### config.mk
export PLATFORM = sky130hd
export DESIGN_NAME = chunk_appender
export DESIGN_NICKNAME = d
export VERILOG_FILES = /design/src/rtl/chunk_pkg.sv /design/src/rtl/chunk_appender.sv
export SDC_FILE = /design/constraint.sdc
export NUM_CORES = 1
export LEC_CHECK = 0
export BUFFER_PORTS_ARGS = -buffer_cell sky130_fd_sc_hd__buf_4
export CAP_MARGIN = 20
export CORE_ASPECT_RATIO = 0.9
export CORE_UTILIZATION = 30
export CTS_BUF_LIST = sky130_fd_sc_hd__clkbuf_2
export DETAILED_ROUTE_END_ITERATION = 12
export GPL_ROUTABILITY_DRIVEN = 0
export SETUP_SLACK_MARGIN = 0.1
export SKIP_CTS_REPAIR_TIMING = 1
export SYNTH_ARGS = -nofsm -noshare
export SYNTH_HDL_FRONTEND = slang
export SYNTH_SLANG_ARGS = --single-unit
### constraint.sdc
create_clock -name clk_i -period 6.01 [get_ports clk_i]
set_input_delay 0.601 -clock clk_i [delete_from_list [all_inputs] [get_ports clk_i]]
set_output_delay 0.601 -clock clk_i [all_outputs]
set_load 0.02 [all_outputs]
### src/rtl/chunk_pkg.sv
// Purpose: Shared constants for the image metadata appender
// Assumes: 32-bit Wishbone data, one clock at 20 MHz
// Notes:   Item codes double as stream identifiers; codes up to IT_LASTPK also as selector values
package chunk_pkg;
  // Register byte offsets
  localparam logic [7:0] OFS_CTRL    = 8'h00;
  localparam logic [7:0] OFS_PICK    = 8'h04;
  localparam logic [7:0] OFS_INCLUDE = 8'h08;
  localparam logic [7:0] OFS_STATUS  = 8'h0C;
  localparam logic [7:0] OFS_IRQ_ST  = 8'h10;
  localparam logic [7:0] OFS_IRQ_MSK = 8'h14;
  localparam logic [7:0] OFS_AMP_PK  = 8'h18;
  localparam logic [7:0] OFS_DARK_PK = 8'h1C;
  // Field positions and widths
  localparam int CTRL_APPEND_BIT = 0;
  localparam int ST_RUN_BIT      = 0;
  localparam int ST_BUSY_BIT     = 1;
  localparam int IRQ_DONE_BIT    = 0;
  localparam int IRQ_OVF_BIT     = 1;
  localparam int IRQ_REJ_BIT     = 2;
  localparam int IRQ_W           = 3;
  localparam int NITEMS          = 13;
  // Reset values
  localparam logic [NITEMS-1:0] INCLUDE_RST = 13'h1001;
  localparam logic [IRQ_W-1:0]  MASK_RST    = 3'h0;
  // Item codes
  localparam logic [3:0] IT_PICTURE = 4'h0;
  localparam logic [3:0] IT_FRAME   = 4'h1;
  localparam logic [3:0] IT_ORG_H   = 4'h2;
  localparam logic [3:0] IT_ORG_V   = 4'h3;
  localparam logic [3:0] IT_COLS    = 4'h4;
  localparam logic [3:0] IT_ROWS    = 4'h5;
  localparam logic [3:0] IT_SHUTTER = 4'h6;
  localparam logic [3:0] IT_AMP     = 4'h7;
  localparam logic [3:0] IT_DARK    = 4'h8;
  localparam logic [3:0] IT_LAYOUT  = 4'h9;
  localparam logic [3:0] IT_TIME    = 4'hA;
  localparam logic [3:0] IT_UART    = 4'hB;
  localparam logic [3:0] IT_CHECK   = 4'hC;
  localparam logic [3:0] IT_LASTPK  = 4'hB;
  localparam logic [11:0] ID_BASE   = 12'h000;
  // Selector value for the single amplification and dark offset choice
  localparam logic PICK_ALL = 1'b0;
  // Serial capture depth in bytes
  localparam int UART_DEPTH = 16;
  localparam int UART_CW    = 5;
  // Sequence positions: picture, check code, then items 1..11
  localparam logic [3:0] SEQ_LAST = 4'hC;
endpackage : chunk_pkg

### src/rtl/chunk_appender.sv
// Purpose: Appends per-frame metadata items to each picture payload
// Assumes: Wishbone classic slave, stream sources on clk_i, one word/2 cycles
// Notes:   Items follow the picture as {id,len} header plus data words
// Contract
// Master switch on adds enabled items; off adds nothing after the picture
// Selector offers twelve items, picture through serial data
// Include flag reads and writes the item named by the selector
// Picture item include stays set; clearing it has no effect
// Picture and check code items always sent while append is on
// Configuration writes rejected while acquisition runs
// Host stops acquisition before changing items
// Frame counter item carries the id of its own frame
// Origin items give the region origin applied to the frame
// Size items give columns and rows actually captured
// Shutter item holds the duration used for the frame
// Amplification item holds the applied gain, chosen by a selector; here any selector value other than PICK_ALL gives zero
// Dark offset item holds applied black level, chosen by a selector; here any selector value other than PICK_ALL gives zero
// Layout item reports the delivered pixel format code
// Time item carries the time stamp latched for the frame
// Serial item appends received bytes with their count
// Serial item carries the receive overrun flag
// Items follow the picture in fixed order, each with id and length
//
// Chosen here: the placing of the registers and the Wishbone slave port.
`timescale 1ns/1ps
`default_nettype none
module chunk_appender (
  input  wire logic        clk_i,        // 20 MHz clock
  input  wire logic        rst_i,        // Synchronous reset, high
  input  wire logic        wb_cyc_i,     // Bus cycle
  input  wire logic        wb_stb_i,     // Bus strobe
  input  wire logic        wb_we_i,      // Write enable
  input  wire logic [7:0]  wb_adr_i,     // Byte address
  input  wire logic [3:0]  wb_sel_i,     // Byte lanes
  input  wire logic [31:0] wb_dat_i,     // Write data
  output logic      [31:0] wb_dat_o,     // Read data
  output logic             wb_ack_o,     // Acknowledge
  output logic             irq_o,        // Level interrupt
  input  wire logic        acq_run_i,    // Acquisition running
  input  wire logic        frame_start_i,// Pulse, metadata valid
  input  wire logic [31:0] frame_id_i,   // Frame counter value
  input  wire logic [15:0] origin_h_i,   // Applied horizontal origin
  input  wire logic [15:0] origin_v_i,   // Applied vertical origin
  input  wire logic [15:0] cols_i,       // Captured width
  input  wire logic [15:0] rows_i,       // Captured height
  input  wire logic [31:0] shutter_i,    // Exposure used
  input  wire logic [31:0] amp_i,        // Gain applied
  input  wire logic [31:0] dark_i,       // Black level applied
  input  wire logic [7:0]  layout_i,     // Pixel format code
  input  wire logic [63:0] time_i,       // Latched time stamp
  input  wire logic [7:0]  rx_byte_i,    // Serial byte
  input  wire logic        rx_valid_i,   // Serial byte strobe
  input  wire logic [31:0] pix_data_i,   // Picture word
  input  wire logic        pix_valid_i,  // Picture word valid
  input  wire logic        pix_last_i,   // Last picture word
  output logic             pix_ready_o,  // Picture word taken
  output logic      [31:0] out_data_o,   // Payload word
  output logic             out_valid_o,  // Payload valid
  output logic             out_last_o,   // Last payload word
  input  wire logic        out_ready_i   // Link accepts
);
  typedef enum logic [1:0] {
    S_IDLE  = 2'b00,
    S_IMAGE = 2'b01,
    S_EMIT  = 2'b10
  } state_e;

  state_e                       state_q, state_d;
  logic                         append_q;
  logic [3:0]                   pick_q;
  logic [chunk_pkg::NITEMS-1:0] incl_q;
  logic                         amp_pk_q, dark_pk_q;
  logic [chunk_pkg::IRQ_W-1:0]  irq_st_q, irq_st_d, irq_msk_q, irq_ev;
  logic                         ack_q;
  logic [31:0]                  rdat_q;
  logic                         wr_fire, rd_fire, cfg_wr;
  // Per-frame metadata snapshot
  logic [31:0] m_frame_q, m_shut_q, m_amp_q, m_dark_q;
  logic [15:0] m_oh_q, m_ov_q, m_cols_q, m_rows_q;
  logic [7:0]  m_lay_q;
  logic [63:0] m_time_q;
  // Serial capture and snapshot
  logic [7:0]                 ubuf_q [chunk_pkg::UART_DEPTH];
  logic [7:0]                 usnap_q[chunk_pkg::UART_DEPTH];
  logic [chunk_pkg::UART_CW-1:0] ucnt_q, scnt_q;
  logic                       uovf_q, sovf_q, snap;
  // Stream and emission
  logic [31:0] out_data_q, out_data_d, chk_q, pcount_q, word;
  logic        out_valid_q, out_valid_d, out_last_q, out_last_d, ready_q;
  logic        load, take, push, skip, item_end;
  logic [3:0]  seq_q, item, last_seq;
  logic [2:0]  w_q;
  logic [15:0] dlen;

  assign wb_ack_o    = ack_q;
  assign wb_dat_o    = rdat_q;
  assign pix_ready_o = ready_q;
  assign out_data_o  = out_data_q;
  assign out_valid_o = out_valid_q;
  assign out_last_o  = out_last_q;

  // Bus handshake: ack one cycle after request, write at the acked edge
  assign wr_fire = wb_cyc_i & wb_stb_i & wb_we_i & ack_q & wb_sel_i[0];
  assign rd_fire = wb_cyc_i & wb_stb_i & ~wb_we_i & ack_q;
  assign cfg_wr  = wr_fire & ~acq_run_i;
  always_ff @(posedge clk_i) begin
    if (rst_i) ack_q <= 1'b0;
    else       ack_q <= wb_cyc_i & wb_stb_i & ~ack_q;
  end

  // Read mux; unmapped offsets answer zero
  always_ff @(posedge clk_i) begin
    if (rst_i) rdat_q <= 32'h0000_0000;
    else if (wb_cyc_i & wb_stb_i & ~ack_q) begin
      rdat_q <= 32'h0000_0000;
      unique case (wb_adr_i)
        chunk_pkg::OFS_CTRL:    rdat_q[chunk_pkg::CTRL_APPEND_BIT] <= append_q;
        chunk_pkg::OFS_PICK:    rdat_q[3:0] <= pick_q;
        chunk_pkg::OFS_INCLUDE: rdat_q[0] <= incl_q[pick_q];
        chunk_pkg::OFS_STATUS: begin
          rdat_q[chunk_pkg::ST_RUN_BIT]  <= acq_run_i;
          rdat_q[chunk_pkg::ST_BUSY_BIT] <= (state_q != S_IDLE);
        end
        chunk_pkg::OFS_IRQ_ST:  rdat_q[chunk_pkg::IRQ_W-1:0] <= irq_st_q;
        chunk_pkg::OFS_IRQ_MSK: rdat_q[chunk_pkg::IRQ_W-1:0] <= irq_msk_q;
        chunk_pkg::OFS_AMP_PK:  rdat_q[0] <= amp_pk_q;
        chunk_pkg::OFS_DARK_PK: rdat_q[0] <= dark_pk_q;
        default:                rdat_q <= 32'h0000_0000;
      endcase
    end
  end

  // Chunk configuration; frozen while acquisition runs
  always_ff @(posedge clk_i) begin
    if (rst_i) begin
      append_q  <= 1'b0;
      pick_q    <= chunk_pkg::IT_PICTURE;
      incl_q    <= chunk_pkg::INCLUDE_RST;
      amp_pk_q  <= chunk_pkg::PICK_ALL;
      dark_pk_q <= chunk_pkg::PICK_ALL;
    end else if (cfg_wr) begin
      if (wb_adr_i == chunk_pkg::OFS_CTRL)
        append_q <= wb_dat_i[chunk_pkg::CTRL_APPEND_BIT];
      // Codes past the last item are ignored, selector keeps its value
      if (wb_adr_i == chunk_pkg::OFS_PICK && wb_dat_i[3:0] <= chunk_pkg::IT_LASTPK)
        pick_q <= wb_dat_i[3:0];
      if (wb_adr_i == chunk_pkg::OFS_INCLUDE && pick_q != chunk_pkg::IT_PICTURE)
        incl_q[pick_q] <= wb_dat_i[0];
      if (wb_adr_i == chunk_pkg::OFS_AMP_PK)
        amp_pk_q <= wb_dat_i[0];
      if (wb_adr_i == chunk_pkg::OFS_DARK_PK)
        dark_pk_q <= wb_dat_i[0];
    end
  end

  // Mask register is not chunk configuration, so it stays writable
  always_ff @(posedge clk_i) begin
    if (rst_i) irq_msk_q <= chunk_pkg::MASK_RST;
    else if (wr_fire && wb_adr_i == chunk_pkg::OFS_IRQ_MSK)
      irq_msk_q <= wb_dat_i[chunk_pkg::IRQ_W-1:0];
  end

  // Sticky events, read clears, a new event wins over the clear
  always_comb begin
    irq_st_d = irq_st_q;
    if (rd_fire && wb_adr_i == chunk_pkg::OFS_IRQ_ST)
      irq_st_d = '0;
    irq_st_d = irq_st_d | irq_ev;
  end
  always_ff @(posedge clk_i) begin
    if (rst_i) begin
      irq_st_q <= '0;
      irq_o    <= 1'b0;
    end else begin
      irq_st_q <= irq_st_d;
      irq_o    <= |(irq_st_d & irq_msk_q);
    end
  end

  // Metadata latched at frame start so items describe this frame
  always_ff @(posedge clk_i) begin
    if (rst_i) begin
      m_frame_q <= 32'h0000_0000;
      m_oh_q    <= 16'h0000;
      m_ov_q    <= 16'h0000;
      m_cols_q  <= 16'h0000;
      m_rows_q  <= 16'h0000;
      m_shut_q  <= 32'h0000_0000;
      m_amp_q   <= 32'h0000_0000;
      m_dark_q  <= 32'h0000_0000;
      m_lay_q   <= 8'h00;
      m_time_q  <= 64'h0000_0000_0000_0000;
    end else if (state_q == S_IDLE && frame_start_i) begin
      m_frame_q <= frame_id_i;
      m_oh_q    <= origin_h_i;
      m_ov_q    <= origin_v_i;
      m_cols_q  <= cols_i;
      m_rows_q  <= rows_i;
      m_shut_q  <= shutter_i;
      m_amp_q   <= (amp_pk_q == chunk_pkg::PICK_ALL) ? amp_i : 32'h0000_0000;
      m_dark_q  <= (dark_pk_q == chunk_pkg::PICK_ALL) ? dark_i : 32'h0000_0000;
      m_lay_q   <= layout_i;
      m_time_q  <= time_i;
    end
  end

  // Serial capture; bytes past the depth are dropped and flag overrun
  assign snap = take & pix_last_i;
  always_ff @(posedge clk_i) begin
    if (rst_i) begin
      ucnt_q <= '0;
      uovf_q <= 1'b0;
      scnt_q <= '0;
      sovf_q <= 1'b0;
    end else if (snap) begin
      scnt_q <= ucnt_q;
      sovf_q <= uovf_q;
      ucnt_q <= rx_valid_i ? 5'd1 : 5'd0;
      uovf_q <= 1'b0;
    end else if (rx_valid_i) begin
      if (ucnt_q == 5'(chunk_pkg::UART_DEPTH)) uovf_q <= 1'b1;
      else ucnt_q <= ucnt_q + 5'd1;
    end
  end
  always_ff @(posedge clk_i) begin
    if (snap) usnap_q <= ubuf_q;
    if (rx_valid_i) begin
      if (snap) ubuf_q[0] <= rx_byte_i;
      else if (ucnt_q < 5'(chunk_pkg::UART_DEPTH)) ubuf_q[ucnt_q[3:0]] <= rx_byte_i;
    end
  end

  // Item at a sequence position: picture, check code, then items 1..11
  always_comb begin
    if (seq_q == 4'h0)      item = chunk_pkg::IT_PICTURE;
    else if (seq_q == 4'h1) item = chunk_pkg::IT_CHECK;
    else                    item = seq_q - 4'h1;
  end
  // Highest sequence position that will send, for the end mark
  always_comb begin
    last_seq = 4'h1;
    for (int i = 2; i <= int'(chunk_pkg::SEQ_LAST); i++)
      if (incl_q[i-1]) last_seq = 4'(i);
  end

  // Data words per item and the word at the current index
  always_comb begin
    dlen = 16'h0001;
    if (item == chunk_pkg::IT_TIME) dlen = 16'h0002;
    if (item == chunk_pkg::IT_UART) dlen = 16'h0002 + 16'((scnt_q + 5'd3) >> 2);
    word = 32'h0000_0000;
    if (w_q == 3'd0) word = {4'h0, chunk_pkg::ID_BASE | 12'(item), dlen};
    else unique case (item)
      chunk_pkg::IT_PICTURE: word = pcount_q;
      chunk_pkg::IT_CHECK:   word = chk_q;
      chunk_pkg::IT_FRAME:   word = m_frame_q;
      chunk_pkg::IT_ORG_H:   word = {16'h0000, m_oh_q};
      chunk_pkg::IT_ORG_V:   word = {16'h0000, m_ov_q};
      chunk_pkg::IT_COLS:    word = {16'h0000, m_cols_q};
      chunk_pkg::IT_ROWS:    word = {16'h0000, m_rows_q};
      chunk_pkg::IT_SHUTTER: word = m_shut_q;
      chunk_pkg::IT_AMP:     word = m_amp_q;
      chunk_pkg::IT_DARK:    word = m_dark_q;
      chunk_pkg::IT_LAYOUT:  word = {24'h00_0000, m_lay_q};
      chunk_pkg::IT_TIME:    word = (w_q == 3'd1) ? m_time_q[31:0] : m_time_q[63:32];
      chunk_pkg::IT_UART: begin
        if (w_q == 3'd1)      word = {27'h000_0000, scnt_q};
        else if (w_q == 3'd2) word = {31'h0000_0000, sovf_q};
        else for (int b = 0; b < 4; b++)
          if (5'({w_q - 3'd3, 2'(b)}) < scnt_q)
            word[8*b +: 8] = usnap_q[{w_q[1:0] - 2'd3, 2'(b)}];
      end
      default: word = 32'h0000_0000;
    endcase
  end

  // Emission control; disabled items are skipped in one idle cycle
  assign load     = ~out_valid_q | out_ready_i;
  assign take     = ready_q & pix_valid_i;
  assign skip     = (state_q == S_EMIT) & (seq_q > 4'h1) & ~incl_q[item];
  assign push     = (state_q == S_EMIT) & load & ~skip;
  assign item_end = push & (16'(w_q) == dlen);
  always_comb begin
    state_d     = state_q;
    out_data_d  = out_data_q;
    out_last_d  = out_last_q;
    out_valid_d = out_valid_q & ~out_ready_i;
    irq_ev      = '0;
    irq_ev[chunk_pkg::IRQ_OVF_BIT] = rx_valid_i & ~snap &
                                    (ucnt_q == 5'(chunk_pkg::UART_DEPTH)) & ~uovf_q;
    irq_ev[chunk_pkg::IRQ_REJ_BIT] = wr_fire & acq_run_i;
    unique case (state_q)
      S_IDLE: if (frame_start_i) state_d = S_IMAGE;
      S_IMAGE: if (take) begin
        out_data_d  = pix_data_i;
        out_valid_d = 1'b1;
        out_last_d  = pix_last_i & ~append_q;
        if (pix_last_i) begin
          state_d = append_q ? S_EMIT : S_IDLE;
          irq_ev[chunk_pkg::IRQ_DONE_BIT] = ~append_q;
        end
      end
      S_EMIT: if (push) begin
        out_data_d  = word;
        out_valid_d = 1'b1;
        out_last_d  = item_end & (seq_q == last_seq);
        if (item_end && seq_q == last_seq) begin
          state_d = S_IDLE;
          irq_ev[chunk_pkg::IRQ_DONE_BIT] = 1'b1;
        end
      end
      default: state_d = S_IDLE;
    endcase
  end

  // Stream registers; ready is only offered when the slot will be empty
  always_ff @(posedge clk_i) begin
    if (rst_i) begin
      state_q     <= S_IDLE;
      out_valid_q <= 1'b0;
      out_last_q  <= 1'b0;
      out_data_q  <= 32'h0000_0000;
      ready_q     <= 1'b0;
    end else begin
      state_q     <= state_d;
      out_valid_q <= out_valid_d;
      out_last_q  <= out_last_d;
      out_data_q  <= out_data_d;
      ready_q     <= (state_d == S_IMAGE) & ~out_valid_d;
    end
  end

  // Sequence walk through items in fixed order
  always_ff @(posedge clk_i) begin
    if (rst_i || state_q != S_EMIT) begin
      seq_q <= 4'h0;
      w_q   <= 3'd0;
    end else if (skip || item_end) begin
      seq_q <= seq_q + 4'h1;
      w_q   <= 3'd0;
    end else if (push) begin
      w_q   <= w_q + 3'd1;
    end
  end

  // Word count and rotate-xor check code over the picture words
  always_ff @(posedge clk_i) begin
    if (rst_i || (state_q == S_IDLE && frame_start_i)) begin
      pcount_q <= 32'h0000_0000;
      chk_q    <= 32'h0000_0000;
    end else if (take) begin
      pcount_q <= pcount_q + 32'h0000_0001;
      chk_q    <= {chk_q[30:0], chk_q[31]} ^ pix_data_i;
    end
  end
endmodule : chunk_appender
`default_nettype wire

After elaboration in Yosys (flattened, before gate mapping)
Index checks and enable logic that the tools add are counted.
{ "totals": {"reg_bits": 672, "in_bits": 359, "output_inout_bits": 69, "wordCells": 279} }
{ "classes": {"addsub": 9, "magnitude_cmp": 16, "n_eq_ne": 32, "n_mux": 80, "bitwise_logic": 43, "reduce_logical": 34} }
{ "op_table": {"columns": ["op", "n"], "rows": [
  ["$pmux W32 S13", 1],
  ["$mux W32", 8],
  ["$bmux W8 S4", 4],
  ["$bwmux W128", 1],
  ["$mux W128", 1],
  ["$mux W8", 14],
  ["$pmux W32 S2", 1],
  ["$mux W4", 12],
  ["$add A32 B1 Y32 const B", 1],
  ["$demux W8 S4", 1],
  ["$eq A8 B5 Y1 const B", 4],
  ["$xor A32 B32 Y32", 1],
  ["$ge A5 B5 Y1 const B", 5],
  ["$not A4 Y5", 5],
  ["$and A1 B1 Y1", 23],
  ["$eq A4 B4 Y1 const B", 5],
  ["$lt A5 B5 Y1", 4],
  ["$eq A3 B16 Y1", 1],
  ["$eq A4 B3 Y1 const B", 4],
  ["$eq A8 B4 Y1 const B", 2],
  ["$mux W16", 1],
  ["$mux W2", 8],
  ["$reduce_and A2 Y1", 8],
  ["$mux W5", 3],
  ["49 further kinds", 96]
]} }

Depth between registers and ports, before layout
Gate-level depths: netlist (run 1).
{ "depth": {"depth_word": 19, "mapped_depth": 13, "mapped_depth_nobuf": 11} }

Least setup slack after synthesis (run 1)
OpenSTA, ideal clock, no wires.
{ "synth_path": {"kind": "input to register", "startpoint": "in pix_valid_i", "endpoint": "reg usnap_q[0] (netlist bit) (enable)", "setup_time_ps": 542, "t_arrival_ps": 5014, "t_required_ps": 5468, "slack_ps": 454, "stages": 5, "n_path_buf": 2, "path_cell_list": "and2_1 > clkbuf_1 > nand2_1 > inv_1 > buf_1"} }
{ "synth_via": {"elab_chain_cells": 2} }
{ "synth_lines": {"columns": ["element", "line", "rtl"], "rows": [
  ["start, declared", "chunk_appender.sv:54", "input wire logic pix_valid_i,"],
  ["$and A1 B1 Y1", "chunk_appender.sv:279", "assign take = ready_q & pix_valid_i;"],
  ["$and A1 B1 Y1", "chunk_appender.sv:208", "assign snap = take & pix_last_i;"],
  ["via snap", "chunk_appender.sv:86", "logic uovf_q, sovf_q, snap;"],
  ["end signal, assigned", "chunk_appender.sv:226", "if (snap) usnap_q <= ubuf_q;"],
  ["end, declared", "chunk_appender.sv:84", "logic [7:0] usnap_q[chunk_pkg::UART_DEPTH];"]
]} }
The timed path passes the listed nets, and every way through them passes these cells.
A chain may end at the register's enable or synchronous reset.

Worst setup path after layout (run 1)
{ "layout_path": {"startpoint": "reg seq_q[0]", "endpoint": "reg ready_q, in the netlist pix_ready_o"} }
{ "layout_via": {"elab_chain_cells": 16, "elab_cells_between_ends": 29, "cone_classes": "1 x add/sub; 1 x order compare; 6 x eq/ne; 11 x mux; 8 x bitwise; 2 x reduce/logical"} }
{ "layout_lines": {"columns": ["element", "line", "rtl"], "rows": [
  ["start, declared", "chunk_appender.sv:91", "logic [3:0] seq_q, item, last_seq;"],
  ["start signal, assigned", "chunk_appender.sv:339", "seq_q <= seq_q + 4'h1;"],
  ["$sub A4 B1 Y4 / $eq A4 B1 Y1 (equally long branches)", "chunk_appender.sv:237, chunk_appender.sv:236", null],
  ["$mux W4", "chunk_appender.sv:236", "else if (seq_q == 4'h1) item = chunk_pkg::IT_CHECK;"],
  ["$mux W4", "chunk_appender.sv:235", "if (seq_q == 4'h0) item = chunk_pkg::IT_PICTURE;"],
  ["$bmux W1 S4", "chunk_appender.sv:280", "assign skip = (state_q == S_EMIT) & (seq_q > 4'h1) & ~incl_q[item];"],
  ["$mux W1 (not written as such)", "chunk_appender.sv:280", null],
  ["$not A1 Y1", "chunk_appender.sv:280", null],
  ["$and A1 B1 Y1", "chunk_appender.sv:280", null],
  ["$not A1 Y1", "chunk_appender.sv:281", "assign push = (state_q == S_EMIT) & load & ~skip;"],
  ["$and A1 B1 Y1", "chunk_appender.sv:281", null],
  ["$and A1 B1 Y1", "chunk_appender.sv:282", "assign item_end = push & (16'(w_q) == dlen);"],
  ["$logic_and A1 B1 Y1", "chunk_appender.sv:307", "if (item_end && seq_q == last_seq) begin"],
  ["$mux W2", "chunk_appender.sv:307", null],
  ["$mux W2", "chunk_appender.sv:303", "S_EMIT: if (push) begin"],
  ["$pmux W2 S3", "chunk_appender.sv:292", "unique case (state_q)"],
  ["$eq A2 B1 Y1", "chunk_appender.sv:329", "ready_q <= (state_d == S_IMAGE) & ~out_valid_d;"],
  ["$and A1 B1 Y1 (*)", "chunk_appender.sv:329", null],
  ["end signal, assigned", "chunk_appender.sv:329", null],
  ["end, declared", "chunk_appender.sv:89", "logic out_valid_q, out_valid_d, out_last_q, out_last_d, ready_q;"]
]} }
Mark *: on every way between the ends. The rest lies on a longest branch, timed or not. The select of a mux whose other input is x is not followed.

==> flow_metrics.tcl, run 1 <==
set metrics [dict create \
    clockBufferDepth 3 \
    skew_ns 0.139 \
    die-area_um2 94300 \
    dp_hpwl_mm 74.5 \
    grt_pass1_vias 21900 \
    yosysUniqueCellTypes 92 \
    synth-async-reset-ratio_pct 0 \
    antenna_left 0 \
    numCtsBuffers 173 \
    dieHeight_um 291 \
    relSlewSlack_pct 19.5 \
    p_leak_nw 15.4 \
    setup_tns_ns 0 \
    io_pins 428 \
    cap_violations 0 \
    drtIter0Drc 2717 \
    cts_tree "built" \
    die_w_um 324 \
    tightestPinTransition_ns 1.20 \
    grt_first_pass_wirelength_mm 146 \
    min_period_ns 5.19 \
    worstPathArrival_ns 6.60 \
    vias 27100 \
    core_um2 91700 \
    worstSetupStartpointType "flop" \
    syn_inst 2699 \
    final_hold_viol_count 0 \
    p_sw_share_pct 28.9 \
    areaGrowthSynthToFinish_pct 45.5 \
    clock_tree.root_cell "clkbuf_2" \
    cts_max_level 4 \
    max-vdd-ir-drop_v 0.000127 \
    track_usage_pct 21.4 \
    slew_violations 0 \
    rows 105 \
    whs_ns 0.0279 \
    wl_per_cell_um 22.3 \
    grt_max_degree 143 \
    power.internal_mw 6.72 \
    globalRoute.totalOverflow 0 \
    switchingPower_mw 2.74 \
    pwr-share-comb_pct 12.6 \
    synth_edf_count 256 \
    clockPowerShare_pct 34.3 \
    fmax_mhz 193 \
    ys.flop_type "dfxtp_1" \
    crit_slowest_cell "dfxtp_1" \
    avgSynthCellArea_um2 10.3 \
    drive_gt1_share_pct 19.6 \
    status "finished, final reports clean" \
    cpPeakStageDelay_ns 0.66 \
    dr.pass1.iters 9 \
    ys_ff_latch 672 \
    path_buf_inv 3 \
    critPathMaxFanout 30 \
    worstSetupPathType "reg2reg" \
    setup_viol 0 \
    endpoint_kind "flop" \
    clk_pin_slew_ns 0.12 \
    start_util_pct 30.5 \
    cpLargestDelayFamily "compound AO/OA/AOI/OAI gates" \
    finalWirelength_mm 116 \
    seq_power_share_pct 53.1 \
    io_buffers 368 \
    vias_per_cell 5.18 \
    seq_area_frac_synth_pct 57.3 \
    ys_warn_count 0 \
    antenna_found_initial 30 \
    worstSkewPairLatency_ns 1.55 \
    p_per_area_nw_per_um2 233 \
    netlist_area_um2 27900 \
    hp-class "in2reg" \
    crit_required_ns 7.42 \
    rsz0062_at_grt "no" \
    fin_crit_sh_pct 86.4 \
    drc 0 \
    cp_cell_sequence "clkinv_1 -> ha_1 -> nor2_2 -> a21boi_2 -> buf_4 -> nand3b_1 -> a311o_1 -> a2111oi_2 -> nand3_1 -> o21ai_0 -> o2bb2ai_1 -> dlygate4sd3_1" \
    nets 4204 \
    numClockSinks 672 \
]
==> synthesized netlist by cell type (5+ instances only) <==
| cell type | count | area, um2 |
|---|---|---|
| xnor2_1 | 54 | 473 |
| nor3_2 | 5 | 50.1 |
| a2bb2oi_1 | 6 | 52.6 |
| edfxtp_1 | 256 | 7690 |
| o22ai_1 | 6 | 37.5 |
| buf_1 | 18 | 67.6 |
| buf_4 | 30 | 225 |
| clkbuf_1 | 131 | 492 |
| nand3_1 | 33 | 165 |
| nor3b_1 | 10 | 75.1 |
| nor2_1 | 144 | 541 |
| ha_1 | 24 | 300 |
| nand2_1 | 556 | 2090 |
| o21ai_0 | 63 | 315 |
| a211oi_1 | 49 | 368 |
| a22o_1 | 85 | 744 |
| a22oi_1 | 37 | 278 |
| a222oi_1 | 23 | 230 |
| and4_1 | 6 | 52.6 |
| dfxtp_1 | 416 | 8330 |
| a31oi_1 | 17 | 106 |
| nand4_1 | 16 | 100 |
| and2_1 | 9 | 56.3 |
| nor3_1 | 35 | 175 |
| nor2b_1 | 19 | 119 |
| and3_1 | 14 | 87.6 |
| nand2b_1 | 12 | 75.1 |
| a221oi_1 | 21 | 184 |
| o21a_1 | 6 | 45.0 |
| o2bb2ai_1 | 13 | 114 |
| nand3b_1 | 6 | 45.0 |
| mux2i_1 | 29 | 290 |
| inv_1 | 29 | 109 |
| nor4_1 | 8 | 50.1 |
| buf_2 | 21 | 105 |
| a21oi_1 | 319 | 1600 |
| a32oi_1 | 7 | 61.3 |
| xor2_1 | 17 | 149 |
| mux4_2 | 36 | 811 |
| or3_1 | 15 | 93.8 |
==> through the flow <==
step	setup WS (ns)	util (%)	std cells	area [um2]	power [mW]
global route	0.469	44.3	5220	40600	9.84
floorplan	0.454	-	2726	28000	5.48
finish	0.820	44.3	5222	40600	9.46
detailed placement	1.41	34.8	4167	31900	5.90
CTS	1.30	36.5	4486	33500	9.08
global placement	1.51	34.8	4167	31900	5.89
==> routing by layer <==
metal,GRT usage [%],vias up,routed length [um]
li1,-,12100,-
met1,27.9,13000,45200
met2,32.7,1552,53700
met3,6.60,365,11800
met4,9.07,14,5570
met5,0,-,92
==> final timing paths <==
| path | from | end | slack (ns) | cells after the start |
|---|---|---|---|---|
| hold / removal | wb_dat_i[3] | pick_q[3] | 0.03 | 4 |
| setup reg to reg | seq_q[0] | pix_ready_o | 0.82 | 12 |
| setup / recovery | seq_q[0] | pix_ready_o | 0.82 | 12 |
| hold reg to reg | ubuf_q[57] | usnap_q[57] | 0.34 | 0 |
==> power groups by stage <==
stage	Sequential (mW)	Combinational, mW	Clock (mW)
floorplan	5.09	0.390	0
global placement	5.11	0.772	0
detailed placement	5.12	0.780	0
CTS	5.01	0.782	3.29
global route	5.04	1.27	3.54
finish	5.03	1.19	3.24
==> worst register-to-register path: stages (launching register included) <==
cell	delay [ns]
dfxtp_1	0.66
clkinv_1	0.42
ha_1	0.61
nor2_2	0.27
a21boi_2	0.28
buf_4	0.42
nand3b_1	0.13
a311o_1	0.38
a2111oi_2	0.46
nand3_1	0.38
o21ai_0	0.35
o2bb2ai_1	0.16
dlygate4sd3_1	0.57
==> sequential cells by signal (all words and copies together), names as in the netlist, 3 cells and up <==
name / flops
ubuf_q: 128
usnap_q: 128
m_time_q: 64
chk_q: 32
m_amp_q: 32
m_dark_q: 32
m_frame_q: 32
m_shut_q: 32
out_data_o: 32
pcount_q: 32
m_cols_q: 16
m_oh_q: 16
m_ov_q: 16
m_rows_q: 16
incl_q: 13
m_lay_q: 8
scnt_q: 5
ucnt_q: 5
pick_q: 4
seq_q: 4
wb_dat_o: 4
irq_msk_q: 3
irq_st_q: 3
w_q: 3
==> cell families (layout without fill, tap and decap cells) <==
logic type | count (synthesis) | count (layout) | synth area share [%]
DFF | 672 | 672 | 57.3
muxes | 65 | 65 | 3.94
other | 1 | 55 | 0.0134
AOI/OAI and AO/OA | 727 | 727 | 17.5
and+or+nand+nor | 906 | 906 | 14.1
xor gates and xnor gates | 72 | 72 | 2.31
adders and majority gates | 24 | 24 | 1.08
buffers and inverters | 232 | 1471 | 3.67
==> cell usage in the layout, fill, tap and decap left out, drive strengths merged, types with 10 or more instances in the layout <==
cell type    count
inv             37
xor2            17
nand3           33
nand4           17
nor3b           11
dfxtp          416
mux4            36
nor2           149
or3             15
a31oi           18
a222oi          23
clkinv          50
a22oi           37
mux2i           29
o21ai           68
clkbuf         258
dlygate4sd3    709
conb            28
o2bb2ai         13
and3            14
ha              24
diode           27
nor2b           19
a221oi          21
nand2b          12
and2            10
nand2          557
a22o            85
buf            412
edfxtp         256
a211oi          49
nor3            41
a21oi          320
xnor2           54
==> final cells by class <==
cell class | instances | area, um2
multi-input cells | 1822 | 11100
clock buffers | 257 | 1290
well taps | 1230 | 1540
flip-flops and latches | 672 | 16000
clock inverters | 62 | 319
fillers | 8524 | 51100
diodes | 27 | 67.6
repair buffers | 1122 | 10200
inverters | 30 | 115
Note: power is estimated with default switching activity, not from simulation.
==> run 2: changes to the inputs <==
--- a/config.mk
+++ b/config.mk
@@ -12,6 +12,7 @@
 export CTS_BUF_LIST = sky130_fd_sc_hd__clkbuf_2
 export DETAILED_ROUTE_END_ITERATION = 12
 export GPL_ROUTABILITY_DRIVEN = 0
+export REMOVE_ABC_BUFFERS = 1
 export SETUP_SLACK_MARGIN = 0.1
 export SKIP_CTS_REPAIR_TIMING = 1
 export SYNTH_ARGS = -nofsm -noshare
==> constraint.sdc (replaced) <==
create_clock -name clk_i -period 6 [get_ports clk_i]
set_input_delay 0.6 -clock clk_i [delete_from_list [all_inputs] [get_ports clk_i]]
set_output_delay 0.6 -clock clk_i [all_outputs]
set_load 0.02 [all_outputs]
==> run 2 against run 1 <==
Clock power increased by 2%; via count decreased by 1.3%; flip-flop and latch count unchanged; worst setup slack got worse by 0.0015 ns; clock-buffer cell count unchanged; power increased by 0.23%; design area decreased by 0.54%.
==> flow_metrics.tcl, run 2 (synthesis gave the netlist of run 1 again) <==
set metrics [dict create \
    status "finished, final reports clean" \
    critPathMaxFanout 25 \
    die_w_um 324 \
    wl_per_cell_um 21.4 \
    skew_ns 0.147 \
    drive_gt1_share_pct 20.0 \
    worstSetupStartpointType "flop" \
    path_buf_inv 3 \
    max-vdd-ir-drop_v 0.000153 \
    rsz0062_at_grt "no" \
    drtIter0Drc 2845 \
    start_util_pct 30.5 \
    dr.pass1.iters 8 \
    track_usage_pct 20.3 \
    vias 26700 \
    crit_required_ns 7.36 \
    report.power.total_mw 9.48 \
    worstPathArrival_ns 6.54 \
    hp-class "in2reg" \
    r2r_cells 12 \
    clock_tree.root_cell "clkbuf_2" \
    vias_per_cell 5.16 \
    fin_crit_sh_pct 86.4 \
    nets 4187 \
    grt_pass1_vias 22000 \
    post-route-util_pct 44.1 \
    die-area_um2 94300 \
    dieHeight_um 291 \
    io_pins 428 \
    min_path_cells 4 \
    cts_tree "built" \
    finalWirelength_mm 111 \
    cap_violations 0 \
    grt_max_degree 162 \
    drc 0 \
    final_hold_viol_count 0 \
    reg_top3 "ubuf_q (128), usnap_q (128), m_time_q (64)" \
    areaGrowthSynthToFinish_pct 44.7 \
    antenna_left 0 \
    clockBufferDepth 3 \
    numCtsBuffers 173 \
    cp_num_cells 12 \
    p_leak_nw 15.2 \
    layout_common_cells "688 x dlygate4sd3_1, 554 x nand2_1, 415 x dfxtp_1, 413 x buf_4, 319 x a21oi_1" \
    fmax_mhz 193 \
    tightestPinTransition_ns 1.13 \
    globalRoute.totalOverflow 0 \
    antenna_found_initial 17 \
    core_um2 91700 \
    cp_cell_sequence "clkinv_1 -> ha_1 -> nor2_2 -> a21boi_2 -> buf_4 -> o2111ai_1 -> xnor2_1 -> a2111oi_2 -> nand3_1 -> o21ai_0 -> o2bb2ai_1 -> dlygate4sd3_1" \
    io_buffers 368 \
    worstSkewPairLatency_ns 1.52 \
    crit_slowest_cell "dfxtp_1" \
    cpPeakStageDelay_ns 0.65 \
    clk_pin_slew_ns 0.10 \
    min_period_ns 5.18 \
    cts_max_level 4 \
    dp_hpwl_mm 68.0 \
    slew_violations 0 \
    setup_viol 0 \
    numClockSinks 672 \
    rows 105 \
    cpLargestDelayFamily "compound AO/OA/AOI/OAI gates" \
    worstSetupPathType "reg2reg" \
    grt_first_pass_wirelength_mm 142 \
    layout_commonest_cell "dlygate4sd3_1" \
    p_per_area_nw_per_um2 235 \
    relSlewSlack_pct 24.5 \
    endpoint_kind "flop" \
]
run 2: cell count changes in the layout (fill, tap and decap cells not counted), sizes merged:
cell	delta
dlygate4sd3	-21
diode	-15
clkinv	-12
buf	+5
clkinvlp	-3
inv	+2
clkbuf	-1
run 2: area by class of cell:
class / count / area [um2]
tap: 1230 / 1540
sequential: 672 / 16000
clock inverter: 49 / 310
fill: 8583 / 51300
multi-input combinational: 1822 / 11100
antenna: 12 / 30.0
clock buffer: 257 / 1290
timing repair buffer: 1105 / 10000
inverter: 30 / 115
run 2: worst reg2reg max path: cells and delay by family (launching register included):
family                     cells  cell delay (ns)
and+or+nand+nor                2             0.60
DFF                            1             0.65
xor gates and xnor gates       1             0.21
adders and majority gates      1             0.61
AOI/OAI and AO/OA              5             1.63
buffers and inverters          3             1.43
run 2: metrics by stage:
stage | setup TNS, ns | setup slack (ns) | hold slack [ns] | cells | instance area, um2
floorplan | -107.26 | -1.23 | 0.400 | 2524 | 27100
global placement | 0 | 1.53 | 0.401 | 4170 | 31900
detailed placement | 0 | 1.46 | 0.405 | 4171 | 31900
CTS | 0 | 1.39 | -0.813 | 4477 | 33500
global route | 0 | 0.464 | -0.0206 | 5171 | 40400
finish | 0 | 0.818 | 0.0196 | 5177 | 40400
run 2: final timing paths:
check / from / endpoint / slack (ns)
setup / recovery: seq_q[0] / pix_ready_o / 0.82
hold / removal: shutter_i[24] / m_shut_q[24] / 0.02
setup reg to reg: seq_q[0] / pix_ready_o / 0.82
hold reg to reg: ubuf_q[4] / usnap_q[4] / 0.36
run 2: report_power, final:
group / internal, mW / switching, mW / total [mW] / leakage [nW]
logic: 0.604 / 0.568 / 1.17 / 8.27
clock network: 1.23 / 2.07 / 3.30 / 1.22
registers: 4.90 / 0.111 / 5.01 / 5.72
run 2: layer usage:
layer,wire length [um],share of wire [%],GRT usage [%],vias to the layer above
met2,51400,46,31.4,1403
met1,45000,41,26.7,12900
li1,-,-,-,12100
met3,10200,9.2,6.50,349
met4,4380,3.9,7.02,16
met5,92,0.083,0,-
